[config.mk]
export PLATFORM = sky130hd
export DESIGN_NAME = pmc_top
export DESIGN_NICKNAME = d
export VERILOG_FILES = /design/src/design/pmc_pkg.sv /design/src/design/pmc_top.sv
export SDC_FILE = /design/constraint.sdc
export NUM_CORES = 1
export LEC_CHECK = 0
export BUFFER_PORTS_ARGS = -buffer_cell sky130_fd_sc_hd__buf_2
export CAP_MARGIN = 20
export CORE_AREA = 2 2 105 107
export CTS_CLUSTER_DIAMETER = 120
export DETAILED_ROUTE_END_ITERATION = 6
export DIE_AREA = 0 0 107 109
export GPL_TIMING_DRIVEN = 0
export PLACE_DENSITY = 0.63
export SLEW_MARGIN = 15
export SYNTH_ARGS = -nofsm -noshare
export SYNTH_HDL_FRONTEND = slang
export SYNTH_SLANG_ARGS = --single-unit
export TNS_END_PERCENT = 5
[constraint.sdc]
create_clock -name CLK -period 2.4 [get_ports CLK]
set_clock_uncertainty 0.2 [all_clocks]
set_input_delay 0.24 -clock CLK [delete_from_list [all_inputs] [get_ports CLK]]
set_output_delay 0.24 -clock CLK [all_outputs]
set_load 0.005 [all_outputs]
[src/design/pmc_pkg.sv]
// constants shared by the power mode controller design and its bench
// assumes a single 25 MHz clock and a 32-bit register bus
//
// Operation
// (RULE1) idle stops cpu clock, peripherals keep running
// (RULE2) idle preserves pc, status, registers, ram
// (RULE3) idle starts right after the setting write
// (RULE4) both bits set: power-down only, no idle
// (RULE5) enabled interrupt ends idle, clears idle bit
// (RULE6) reset pin in idle clears bit, restores clock
// (RULE7) ram blocked between reset wake and sequence
// (RULE8) software avoids port writes after entry
// (RULE9) power-down stops oscillator and all clocks
// (RULE10) power-down preserves pc, status, registers, ram
// (RULE11) power-down starts right after the setting write
// (RULE12) only external lines wake from power-down
// (RULE13) execution waits for external line release
// (RULE14) waking line level-sensitive, held long enough
// (RULE15) interrupt wake keeps registers and ram intact
// (RULE16) reset pin in power-down restarts all clocks
// (RULE17) reset wake reinitialises registers, keeps ram
// (RULE18) pin states per reset, idle, power-down
// (RULE19) power-down bit 1, idle bit 0, precedence
// (RULE20) power-off flag bit 4 set at power-up
// (RULE21) bits 3 and 2 are plain software flags
// (RULE22) bit 7 doubles baud, bit 6 selects top bit
// (RULE23) bits 3 to 0 clear on reset
`default_nettype none

package pmc_pkg;

    // ------------------------------------------------------------------
    // register map
    // ------------------------------------------------------------------
    localparam logic [11:0] POWER_CONTROL_INDEX = 12'h087;  // printed offset
    localparam logic [11:0] POWER_CONTROL_ADDR  = 12'h21C;  // index times four
    localparam logic [7:0]  POWER_CONTROL_RESET = 8'h10;    // power-up value
    localparam logic [7:0]  POWER_CONTROL_WMASK = 8'hDF;    // bit 5 reserved
    localparam logic [3:0]  POWER_CONTROL_RCLR  = 4'h0;     // pin reset value

    // ------------------------------------------------------------------
    // power control field positions
    // ------------------------------------------------------------------
    localparam int IDLE_BIT     = 0;  // idle request
    localparam int PDOWN_BIT    = 1;  // power-down request
    localparam int GFLAG_LO_BIT = 2;  // general flag low
    localparam int GFLAG_HI_BIT = 3;  // general flag high
    localparam int POFF_BIT     = 4;  // power-off flag
    localparam int FESEL_BIT    = 6;  // frame error select
    localparam int BAUD2_BIT    = 7;  // baud double

    // ------------------------------------------------------------------
    // bus answers and timing defaults
    // ------------------------------------------------------------------
    localparam logic [1:0]  RESP_OKAY   = 2'h0;
    localparam logic [1:0]  RESP_SLVERR = 2'h2;
    localparam logic [15:0] RESET_VEC   = 16'h0000; // core restart
    localparam int          WAKE_LAG    = 4;  // cycles before seq
    localparam int          SEQ_LEN     = 2;  // least seq cycles

    // ------------------------------------------------------------------
    // one-hot power states
    // ------------------------------------------------------------------
    typedef enum logic [5:0] {
        ST_RUN   = 6'h01,  // normal execution
        ST_IDLE  = 6'h02,  // cpu clock stopped
        ST_PDOWN = 6'h04,  // oscillator stopped
        ST_PDWK  = 6'h08,  // osc on, waiting line release
        ST_RLAG  = 6'h10,  // cpu runs, ram blocked
        ST_RSEQ  = 6'h20   // internal reset sequence
    } pmc_state_e;

endpackage : pmc_pkg

`default_nettype wire

[src/design/pmc_top.sv]
// power mode controller: idle and power-down sequencing, pin states
// assumes an AXI4-Lite master, and core signals synchronous to CLK
//
// Chosen here: the AXI4-Lite interface to the registers.
`default_nettype none

module pmc_top #(
    parameter int LAG_CYCLES = pmc_pkg::WAKE_LAG,  // reset wake lag
    parameter int SEQ_CYCLES = pmc_pkg::SEQ_LEN    // reset seq length
) (
    input  wire logic        CLK,
    input  wire logic        SRST,
    // axi4-lite slave
    input  wire logic [11:0] S_AXI_AWADDR,
    input  wire logic        S_AXI_AWVALID,
    output logic             S_AXI_AWREADY,
    input  wire logic [31:0] S_AXI_WDATA,
    input  wire logic [3:0]  S_AXI_WSTRB,
    input  wire logic        S_AXI_WVALID,
    output logic             S_AXI_WREADY,
    output logic [1:0]       S_AXI_BRESP,
    output logic             S_AXI_BVALID,
    input  wire logic        S_AXI_BREADY,
    input  wire logic [11:0] S_AXI_ARADDR,
    input  wire logic        S_AXI_ARVALID,
    output logic             S_AXI_ARREADY,
    output logic [31:0]      S_AXI_RDATA,
    output logic [1:0]       S_AXI_RRESP,
    output logic             S_AXI_RVALID,
    input  wire logic        S_AXI_RREADY,
    // wake and reset sources
    input  wire logic        RST_PIN,
    input  wire logic        IRQ_PENDING,
    input  wire logic        EXT_IRQ_LINE_A_N,
    input  wire logic        EXT_IRQ_LINE_B_N,
    // clock enables and core control
    output logic             CPU_CLK_EN,
    output logic             PERIPH_CLK_EN,
    output logic             OSC_EN,
    output logic             RAM_BLOCK,
    output logic             CORE_RESET,
    output logic [15:0]      RESET_VECTOR,
    // pins
    input  wire logic        EXT_CODE,
    input  wire logic        CORE_P0_OE_N,
    input  wire logic        CORE_ALE,
    input  wire logic        CORE_PROG_STROBE,
    output logic             PORT0_OE_N,
    output logic             PORTS_FORCE_HIGH,
    output logic             ALE_OUT,
    output logic             PROG_STORE_STROBE,
    // serial steering
    input  wire logic        SERIAL_MODE_TOP_IN,
    input  wire logic        FRAME_ERROR_IN,
    output logic             BAUD_DOUBLE,
    output logic             SERIAL_CTRL_TOP
);

    // ------------------------------------------------------------------
    // declarations
    // ------------------------------------------------------------------
    pmc_pkg::pmc_state_e state_reg;        // power state
    pmc_pkg::pmc_state_e state_next;       // its next value
    logic [7:0]          power_control_reg; // the control register
    logic [7:0]          cnt_reg;          // lag and seq counter
    logic                aw_hold_reg;      // write address held
    logic                w_hold_reg;       // write data held
    logic [11:0]         awaddr_reg;       // held write address
    logic [31:0]         wdata_reg;        // held write data
    logic [3:0]          wstrb_reg;        // held byte enables
    logic                bvalid_reg;       // write answer pending
    logic [1:0]          bresp_reg;        // write answer code
    logic                rvalid_reg;       // read answer pending
    logic [31:0]         rdata_reg;        // read data
    logic [1:0]          rresp_reg;        // read answer code
    logic                ale_reg;          // strobe pin state
    logic                program_store_strobe_reg;         // program strobe state
    logic                p0_oe_n_reg;      // port 0 float control
    logic                ports_hi_reg;     // ports forced high
    logic                wr_fire;          // write performed now
    logic                wr_power_control;          // write hits the register
    logic                ext_low;          // a wake line is low
    logic                hw_clear;         // hardware clears 1:0
    logic                low_power;        // idle or power-down

    // ------------------------------------------------------------------
    // bus write channels
    // ------------------------------------------------------------------
    assign S_AXI_AWREADY = !aw_hold_reg;
    assign S_AXI_WREADY  = !w_hold_reg;
    assign S_AXI_BVALID  = bvalid_reg;
    assign S_AXI_BRESP   = bresp_reg;
    // write happens once both halves are in and the answer slot is free
    assign wr_fire = aw_hold_reg && w_hold_reg && !bvalid_reg;
    assign wr_power_control = wr_fire && (awaddr_reg == pmc_pkg::POWER_CONTROL_ADDR)
                     && wstrb_reg[0];

    // address and data taken in either order
    always_ff @(posedge CLK) begin
        if (SRST) begin
            aw_hold_reg <= 1'b0;
            w_hold_reg  <= 1'b0;
            awaddr_reg  <= 12'h000;
            wdata_reg   <= 32'h00000000;
            wstrb_reg   <= 4'h0;
        end else begin
            if (S_AXI_AWVALID && !aw_hold_reg) begin
                aw_hold_reg <= 1'b1;
                awaddr_reg  <= S_AXI_AWADDR;
            end else if (wr_fire) begin
                aw_hold_reg <= 1'b0;
            end
            if (S_AXI_WVALID && !w_hold_reg) begin
                w_hold_reg <= 1'b1;
                wdata_reg  <= S_AXI_WDATA;
                wstrb_reg  <= S_AXI_WSTRB;
            end else if (wr_fire) begin
                w_hold_reg <= 1'b0;
            end
        end
    end

    // write answer, unmapped address gets slverr
    always_ff @(posedge CLK) begin
        if (SRST) begin
            bvalid_reg <= 1'b0;
            bresp_reg  <= pmc_pkg::RESP_OKAY;
        end else if (wr_fire) begin
            bvalid_reg <= 1'b1;
            bresp_reg  <= (awaddr_reg == pmc_pkg::POWER_CONTROL_ADDR) ?
                          pmc_pkg::RESP_OKAY : pmc_pkg::RESP_SLVERR;
        end else if (S_AXI_BREADY) begin
            bvalid_reg <= 1'b0;
        end
    end

    // ------------------------------------------------------------------
    // bus read channel
    // ------------------------------------------------------------------
    assign S_AXI_ARREADY = !rvalid_reg;
    assign S_AXI_RVALID  = rvalid_reg;
    assign S_AXI_RDATA   = rdata_reg;
    assign S_AXI_RRESP   = rresp_reg;

    // one read at a time, answer one cycle after the address
    always_ff @(posedge CLK) begin
        if (SRST) begin
            rvalid_reg <= 1'b0;
            rdata_reg  <= 32'h00000000;
            rresp_reg  <= pmc_pkg::RESP_OKAY;
        end else if (S_AXI_ARVALID && !rvalid_reg) begin
            rvalid_reg <= 1'b1;
            if (S_AXI_ARADDR == pmc_pkg::POWER_CONTROL_ADDR) begin
                rdata_reg <= {24'h000000, power_control_reg};
                rresp_reg <= pmc_pkg::RESP_OKAY;
            end else begin
                rdata_reg <= 32'h00000000;
                rresp_reg <= pmc_pkg::RESP_SLVERR;
            end
        end else if (S_AXI_RREADY) begin
            rvalid_reg <= 1'b0;
        end
    end

    // ------------------------------------------------------------------
    // power control register
    // ------------------------------------------------------------------
    assign ext_low   = !EXT_IRQ_LINE_A_N || !EXT_IRQ_LINE_B_N;
    assign low_power = (state_reg == pmc_pkg::ST_IDLE) ||
                       (state_reg == pmc_pkg::ST_PDOWN);
    // wake events clear both request bits
    assign hw_clear =
        RST_PIN ||                                          // [RULE6]
        ((state_reg == pmc_pkg::ST_IDLE) && IRQ_PENDING) || // [RULE5]
        ((state_reg == pmc_pkg::ST_PDOWN) && ext_low);      // [RULE12]

    // hardware clear beats a same-cycle software write of the bits
    always_ff @(posedge CLK) begin
        if (SRST) begin
            // srst stands for supply rise, so the off flag comes up set
            power_control_reg <= pmc_pkg::POWER_CONTROL_RESET;   // [RULE20]
        end else begin
            if (wr_power_control) begin
                // flags 3:2 are plain storage, 7:6 steer the serial outputs  [RULE21]
                power_control_reg <= wdata_reg[7:0] & pmc_pkg::POWER_CONTROL_WMASK;
            end
            if (state_reg == pmc_pkg::ST_RSEQ) begin
                // registers reinitialise, off flag survives [RULE17] [RULE23]
                power_control_reg[3:0] <= pmc_pkg::POWER_CONTROL_RCLR;
            end else if (hw_clear) begin
                power_control_reg[pmc_pkg::IDLE_BIT]  <= 1'b0; // [RULE19]
                power_control_reg[pmc_pkg::PDOWN_BIT] <= 1'b0; // [RULE4]
            end
        end
    end

    // ------------------------------------------------------------------
    // power state machine
    // ------------------------------------------------------------------
    always_comb begin
        state_next = state_reg;
        case (state_reg)
            pmc_pkg::ST_RUN: begin
                if (RST_PIN) begin
                    state_next = pmc_pkg::ST_RSEQ;
                end else if (wr_power_control &&
                             wdata_reg[pmc_pkg::PDOWN_BIT]) begin
                    // precedence over idle  [RULE4] [RULE11]
                    state_next = pmc_pkg::ST_PDOWN;
                end else if (wr_power_control &&
                             wdata_reg[pmc_pkg::IDLE_BIT]) begin
                    state_next = pmc_pkg::ST_IDLE;  // [RULE3]
                end
            end
            pmc_pkg::ST_IDLE: begin
                if (RST_PIN) begin
                    state_next = pmc_pkg::ST_RLAG;  // [RULE6]
                end else if (IRQ_PENDING) begin
                    state_next = pmc_pkg::ST_RUN;   // [RULE5]
                end
            end
            pmc_pkg::ST_PDOWN: begin
                if (RST_PIN) begin
                    state_next = pmc_pkg::ST_RLAG;  // [RULE16]
                end else if (ext_low) begin
                    state_next = pmc_pkg::ST_PDWK;  // [RULE12]
                end
            end
            pmc_pkg::ST_PDWK: begin
                // never returns to idle, only to run, or to ST_RSEQ on the reset pin  [RULE4]
                if (RST_PIN) begin
                    state_next = pmc_pkg::ST_RSEQ;
                end else if (!ext_low) begin
                    state_next = pmc_pkg::ST_RUN;   // [RULE13]
                end
            end
            pmc_pkg::ST_RLAG: begin
                if (cnt_reg == 8'(LAG_CYCLES - 1)) begin
                    state_next = pmc_pkg::ST_RSEQ;  // [RULE7]
                end
            end
            pmc_pkg::ST_RSEQ: begin
                if (!RST_PIN && cnt_reg >= 8'(SEQ_CYCLES - 1)) begin
                    state_next = pmc_pkg::ST_RUN;
                end
            end
            default: begin
                state_next = pmc_pkg::ST_RUN;
            end
        endcase
    end

    // state register
    always_ff @(posedge CLK) begin
        if (SRST) begin
            state_reg <= pmc_pkg::ST_RUN;
        end else begin
            state_reg <= state_next;
        end
    end

    // lag and sequence counter, restarts on each state change
    always_ff @(posedge CLK) begin
        if (SRST) begin
            cnt_reg <= 8'h00;
        end else if (state_next != state_reg) begin
            cnt_reg <= 8'h00;
        end else if (cnt_reg != 8'hFF) begin
            cnt_reg <= cnt_reg + 8'h01;
        end
    end

    // ------------------------------------------------------------------
    // clock enables and core control
    // ------------------------------------------------------------------
    // the reset pin reopens clocks without waiting for an edge,
    // standing in for the asynchronous clear of the request bits
    // frozen cpu clock keeps pc, status, registers and ram [RULE2] [RULE10]
    assign CPU_CLK_EN = (state_reg == pmc_pkg::ST_RUN) ||
                        (state_reg == pmc_pkg::ST_RLAG) ||
                        (low_power && RST_PIN);          // [RULE1] [RULE6]
    assign PERIPH_CLK_EN = (state_reg != pmc_pkg::ST_PDOWN) ||
                           RST_PIN;                      // [RULE9] [RULE16]
    assign OSC_EN = (state_reg != pmc_pkg::ST_PDOWN) ||
                    ext_low || RST_PIN;                  // [RULE12]
    // interrupt wake returns to run without reset, via ST_PDWK from power-down  [RULE15]
    assign RAM_BLOCK  = (state_reg == pmc_pkg::ST_RLAG);  // [RULE7]
    assign CORE_RESET = (state_reg == pmc_pkg::ST_RSEQ);  // [RULE16]
    assign RESET_VECTOR = pmc_pkg::RESET_VEC;

    // ------------------------------------------------------------------
    // pin states
    // ------------------------------------------------------------------
    // registered so pin levels never glitch on state decode
    always_ff @(posedge CLK) begin
        if (SRST) begin
            ale_reg      <= 1'b1;
            program_store_strobe_reg     <= 1'b1;
            p0_oe_n_reg  <= 1'b1;
            ports_hi_reg <= 1'b1;
        end else begin
            case (state_next)
                pmc_pkg::ST_RSEQ: begin
                    // port 0 floats, others high  [RULE18]
                    ale_reg      <= 1'b1;
                    program_store_strobe_reg     <= 1'b1;
                    p0_oe_n_reg  <= 1'b1;
                    ports_hi_reg <= 1'b1;
                end
                pmc_pkg::ST_IDLE: begin
                    ale_reg      <= 1'b1;        // [RULE18]
                    program_store_strobe_reg     <= 1'b1;
                    p0_oe_n_reg  <= EXT_CODE;
                    ports_hi_reg <= 1'b0;
                end
                pmc_pkg::ST_PDOWN: begin
                    ale_reg      <= 1'b0;        // [RULE18]
                    program_store_strobe_reg     <= 1'b0;
                    p0_oe_n_reg  <= EXT_CODE;
                    ports_hi_reg <= 1'b0;
                end
                default: begin
                    // core owns the pins while it runs
                    ale_reg      <= CORE_ALE;
                    program_store_strobe_reg     <= CORE_PROG_STROBE;
                    p0_oe_n_reg  <= CORE_P0_OE_N;
                    ports_hi_reg <= 1'b0;
                end
            endcase
        end
    end

    assign ALE_OUT           = ale_reg;
    assign PROG_STORE_STROBE = program_store_strobe_reg;
    assign PORT0_OE_N        = p0_oe_n_reg;
    assign PORTS_FORCE_HIGH  = ports_hi_reg;

    // ------------------------------------------------------------------
    // serial steering
    // ------------------------------------------------------------------
    assign BAUD_DOUBLE = power_control_reg[pmc_pkg::BAUD2_BIT]; // [RULE22]
    assign SERIAL_CTRL_TOP =
        power_control_reg[pmc_pkg::FESEL_BIT] ?
        FRAME_ERROR_IN : SERIAL_MODE_TOP_IN;                     // [RULE22]
endmodule : pmc_top

`default_nettype wire

=== After elaboration in Yosys (flattened, before gate mapping) ===
Index checks and enable logic that the tools add are counted.

* Input port bits: 77
* Register bits after elaboration: 86
* Output and inout port bits: 68
* Word-level logic and storage cells: 101

* $add $sub $neg: 1
* Equal/unequal tests: 15
* $lt $le $gt $ge: 1
* Mux-type cells: 27
* Reduce and logical (&&, ||, !) cells: 38

{| class="wikitable"
|+ Operators by type and width
! cell !! count
|-
| 6-bit two-way mux || 11
|-
| 6-bit case mux with 6 select lines || 1
|-
| 12-bit by 10-bit == test with 1-bit output, second input constant || 2
|-
| 1-bit logical AND || 13
|-
| 6-bit by 2-bit == test with 1-bit output, second input constant || 2
|-
| 6-bit by 3-bit == test with 1-bit output, second input constant || 2
|-
| 6-bit == test, second input constant || 2
|-
| 1-bit logical OR || 9
|-
| 1-bit two-way mux || 9
|-
| 8-bit by 1-bit adder with 8-bit output, second input constant || 1
|-
| 8-bit by 2-bit == test with 1-bit output, second input constant || 1
|-
| 8-bit by 1-bit greater-or-equal comparator with 1-bit output, second input constant || 1
|-
| 8-bit two-way mux || 1
|-
| 8-bit inequality test, second input constant || 1
|-
| 2-bit nonzero test || 4
|-
| 2-bit OR reduction || 4
|-
| 1-bit zero test || 7
|-
| 6-bit by 1-bit == test with 1-bit output, second input constant || 1
|-
| 6-bit by 4-bit == test with 1-bit output, second input constant || 1
|-
| 6-bit by 5-bit == test with 1-bit output, second input constant || 1
|-
| 6-bit by 3-bit inequality test with 1-bit output, second input constant || 1
|-
| 6-bit inequality test || 1
|-
| 1-bit case mux with 2 select lines || 3
|-
| 2-bit two-way mux || 2
|-
| 3-bit OR reduction || 1
|}

=== Longest topological paths before layout ===
* Depth after elaboration: 12
* Depth in mapped cells: 7
* Gate-level depth less buffers: 7

=== Least setup slack after synthesis ===
Ideal clock, no wire load.

* Path type: register to register
* From: register awaddr_reg[11]
* To: register cnt_reg[0]
* Path buffers: 2
* Setup slack: 0.021 ns
* Stages on the path, launching flop included: 8
* Setup time: 0.139 ns
* Arrival time: 2.040 ns
* Path through: dfxtp_1 -> or4b_1 -> or4_1 -> buf_2 -> o21ai_1 -> and4_1 -> buf_4 -> nor4_1

* Cells in the longest elaborated chain, start to end: 10
* Elaborated cells between the ends (all ways): 11
* Classes of those cells: eq/ne (2); mux (4); reduce/logical (5)

{| class="wikitable"
|+ Ends and longest elaborated chain
! what !! line !! text
|-
| from (decl) || pmc_top.sv:68 || <nowiki>logic [11:0] awaddr_reg;</nowiki>
|-
| from (signal assigned) || pmc_top.sv:103 || <nowiki>awaddr_reg <= 12'h000;</nowiki>
|-
| from (signal assigned) || pmc_top.sv:109 || <nowiki>awaddr_reg <= S_AXI_AWADDR;</nowiki>
|-
| 12-bit by 10-bit == test with 1-bit output * || pmc_top.sv:95 || <nowiki>assign wr_power_control = wr_fire && (awaddr_reg == pmc_pkg::POWER_CONTROL_ADDR)</nowiki>
|-
| 1-bit logical AND * || pmc_top.sv:95 ||
|-
| 1-bit logical AND * || pmc_top.sv:96 || <nowiki>&& wstrb_reg[0];</nowiki>
|-
| 1-bit logical AND || pmc_top.sv:210 || <nowiki>end else if (wr_power_control &&</nowiki>
|-
| 6-bit two-way mux || pmc_top.sv:210 ||
|-
| 6-bit two-way mux * || pmc_top.sv:206 || <nowiki>end else if (wr_power_control &&</nowiki>
|-
| 6-bit two-way mux * || pmc_top.sv:204 || <nowiki>if (RST_PIN) begin</nowiki>
|-
| 6-bit case mux with 6 select lines * || pmc_top.sv:202 || <nowiki>case (state_reg)</nowiki>
|-
| 6-bit inequality test * || pmc_top.sv:266 || <nowiki>end else if (state_next != state_reg) begin</nowiki>
|-
| 2-bit OR reduction (no source line) * || n/a ||
|-
| to (signal assigned) || pmc_top.sv:269 || <nowiki>cnt_reg <= cnt_reg + 8'h01;</nowiki>
|-
| to (decl) || pmc_top.sv:65 || <nowiki>logic [7:0] cnt_reg;</nowiki>
|}

Every way passes the cells marked *; elsewhere a longest branch is shown, timed or not.
A chain may end at the register's enable or synchronous reset.

=== Worst setup path in the final report ===
* From: register state_reg[5]
* To: register cnt_reg[5]

* Cells in the longest elaborated chain, start to end: 6
* Elaborated cells between the ends (all ways): 20
* Classes of those cells: eq/ne (7); mux (12); reduce/logical (1)

{| class="wikitable"
|+ Ends and longest elaborated chain
! what !! line !! text
|-
| from (decl) || pmc_top.sv:62 || <nowiki>pmc_pkg::pmc_state_e state_reg;</nowiki>
|-
| from (signal assigned) || pmc_top.sv:256 || <nowiki>state_reg <= pmc_pkg::ST_RUN;</nowiki>
|-
| from (signal assigned) || pmc_top.sv:258 || <nowiki>state_reg <= state_next;</nowiki>
|-
| 6-bit two-way mux || pmc_top.sv:210 ||
|-
| 6-bit two-way mux || pmc_top.sv:206 ||
|-
| 6-bit two-way mux || pmc_top.sv:204 ||
|-
| 6-bit case mux with 6 select lines || pmc_top.sv:202 ||
|-
| 6-bit inequality test * || pmc_top.sv:266 ||
|-
| 2-bit OR reduction (no source line) * || n/a ||
|}

Marked as above.

==> results.ini <==
[timing]
final.setup.tns_ns=-0.8919
period_minus_slack_ns=2.513
layout_setup_ws_ns=-0.1125
hold_slack_ns=0.008717
hold_viol_final=0
worst_pin_slew_ns=0.6095
rsz0062_at_grt=yes
slew_violations=0
max_slew_margin_pct=59.37
fmax_mhz=398.0
period_share_pct=104.7
setup_viol=11

[clock_tree]
h-tree-depth=3
clock-sinks=58
ctsRootBufferMaster=clkbuf_8
cts_buffer_depth=2
clkSlewWorstSetupHoldPaths_ns=0.08
tritoncts=built
cts_buffers=9
clk-insertion-delay-late_ns=0.34

[critical_path]
crit_slowest_cell=or4_4
crit_type=reg2reg
critPathCaptureType=flop
rr_worst_depth=5
cp.buffers_inverters=0
crit_fanout=8
slowest_delay_ns=0.54
cp_cell_sequence=or4_4, or4_4, a32oi_2, o2111ai_4, nor4_2
r2r-end=cnt_reg[5]
cp_top_family=simple AND/OR/NAND/NOR gates
path_depth=5
cp_common_cell=or4_4
arrival_ns=2.55
worstPathRequired_ns=2.44
r2r-start=state_reg[5]
cp-start-kind=flop
r2r_setup_slack_ns=-0.11

[yosys]
synth_edf_count=0
syn_area_um2=3063
synthFlopType=dfxtp_1
yosys_warnings=0
avgSynthCellArea_um2=8.256
synth_top_area_share_pct=37.91
yosysUniqueCellTypes=55
yosys.area.top_type=dfxtp_1
netlist_top_cells_area=dfxtp_1, buf_4, nand2_1, mux2i_1, nor2_1
ys_ff_latch=58
syn_inst=371
yosysSeqAreaShare_pct=37.91
synthArstFlopShare_pct=0

[drt]
viasPerCell=4.590
num_vias=3071
wl_per_cell_um=12.22
wirelength_mm=8.175
firstDrtPassIters=6
drc=0
ant_nets=0
drt_iter0_markers=134

[power_and_ir_drop]
power_leakage_uw=0.001914
ir_worst_vdd_uv=313.4
power_density_nw_per_um2=543.7

[hold_path]
min_to=S_AXI_BVALID
whs_path_depth=4
hold_path.class=in2reg
min_from=S_AXI_BREADY

[place]
dp.cells=625
dp_worst_setup_slack_ns=-0.2823
place_congestion=0.8551
portBuffers=72
post-dp-hpwl_mm=5.852

[grt]
grt_max_degree=11
grt_usage_pct=14.01
overflow=0
grt_pass1_vias=2855
grt_antenna_before_repair=0
grt_pass1_wl_mm=12.95

[die]
dieArea_um2=11660
top_level_ports=145
core_area_um2=10600
rows=38
start_util_pct=28.89
die-height_um=109
die_x_um=107

[outcome]
violations=setup timing
status=finished with violations

[final_layout]
nets=604
areaGrowthSynthToFinish_pct=43.75
seqCellArea_um2=1167
layout-drive-gt1-share_pct=32.51
fin_cells=669
largest_reg_flops=12
finalCoreUtilization_pct=41.53
multi_input_area_um2=1750
nFillCells=1065
antennaDiodeCount=0

[job]
drv_cap=0

synth_stat cells (all sizes together) (3+ instances only):
cell and instances:
buf 47, a211o 3, nand2 47, nor4b 5, nand4 3, xnor2 3
or2 3, nor4 14, clkbuf 15, a22oi 7, nor2 37, nor3 7
and4 5, inv 12, o21ai 9, dfxtp 58, nand3 4, ha 3
nand3b 3, nand2b 3, a21oi 26, or4 6, or4b 3, nor2b 5
mux2i 14
layout make-up:
class	count	share of cell area, %
repair buffers	102	14.83
flip-flops and latches	58	26.51
multi-input cells	281	39.76
plain buffers	60	9.264
clock inverters	5	1.194
clock buffers	11	3.438
inverters	12	1.023
well taps	140	3.978
cell families (layout without fill, tap and decap cells):
family,count (synthesis),in the layout,synth area share (%)
and+or+nand+nor,150,150,25.41
buffers and inverters,74,190,14.79
AOI/OAI and AO/OA,64,64,13.85
DFF,58,58,37.91
muxes,15,15,4.943
xor gates and xnor gates,5,5,1.430
adders and majority gates,4,4,1.552
other,1,43,0.1224
metrics by stage:
step | total power, uW | cell area, um2
floorplan | 1294 | 3221
global placement | 1397 | 3756
detailed placement | 1407 | 3756
CTS | 2400 | 4354
global route | 2517 | 4403
finish | 2394 | 4403
cells in the final DEF, fill, tap and decap left out, drive strengths merged, types with 9 or more instances in the layout:
cell	instances
clkbuf	26
nor4	14
mux2i	14
inv	12
buf	120
a21oi	26
o21ai	9
nor2	37
dfxtp	58
dlygate4sd3	27
nand2	47
conb	43
tightest hold or removal path, cell delays in order:
cell     delay (ns)
buf_2          0.09
inv_1          0.04
a21oi_1        0.05
nor2_1         0.07
report_power, final:
part	switching [uW]	total, uW	internal (uW)
Combinational	221	441	220
Clock	392	923	530
Sequential	28.0	1030	1000
worst max path at each step:
stage                   startpoint         end
floorplan           awaddr_reg[11]  cnt_reg[0]
global placement    awaddr_reg[11]  PORT0_OE_N
detailed placement  awaddr_reg[11]  PORT0_OE_N
CTS                   state_reg[4]  cnt_reg[1]
global route          state_reg[5]  cnt_reg[5]
finish                state_reg[5]  cnt_reg[5]
per-layer routing:
metal | vias to the layer above | global-route usage (%) | routed length, um
li1 | 1526 | - | -
met1 | 1405 | 16.13 | 3562
met2 | 132 | 25.20 | 4020
met3 | 8 | 4.005 | 503
met4 | 0 | 4.267 | 89
met5 | - | 0 | 0
timing repair:
item / CTS / global route
endpoints found under the setup margin: 15 / 15
hold buffers: 27 / 0
buffers inserted: 3 / 0
gates resized for setup: 23 / 16
pin swaps: 5 / 5
hold endpoints to repair: 27 / 0
Note: power is estimated with default switching activity, not from simulation.
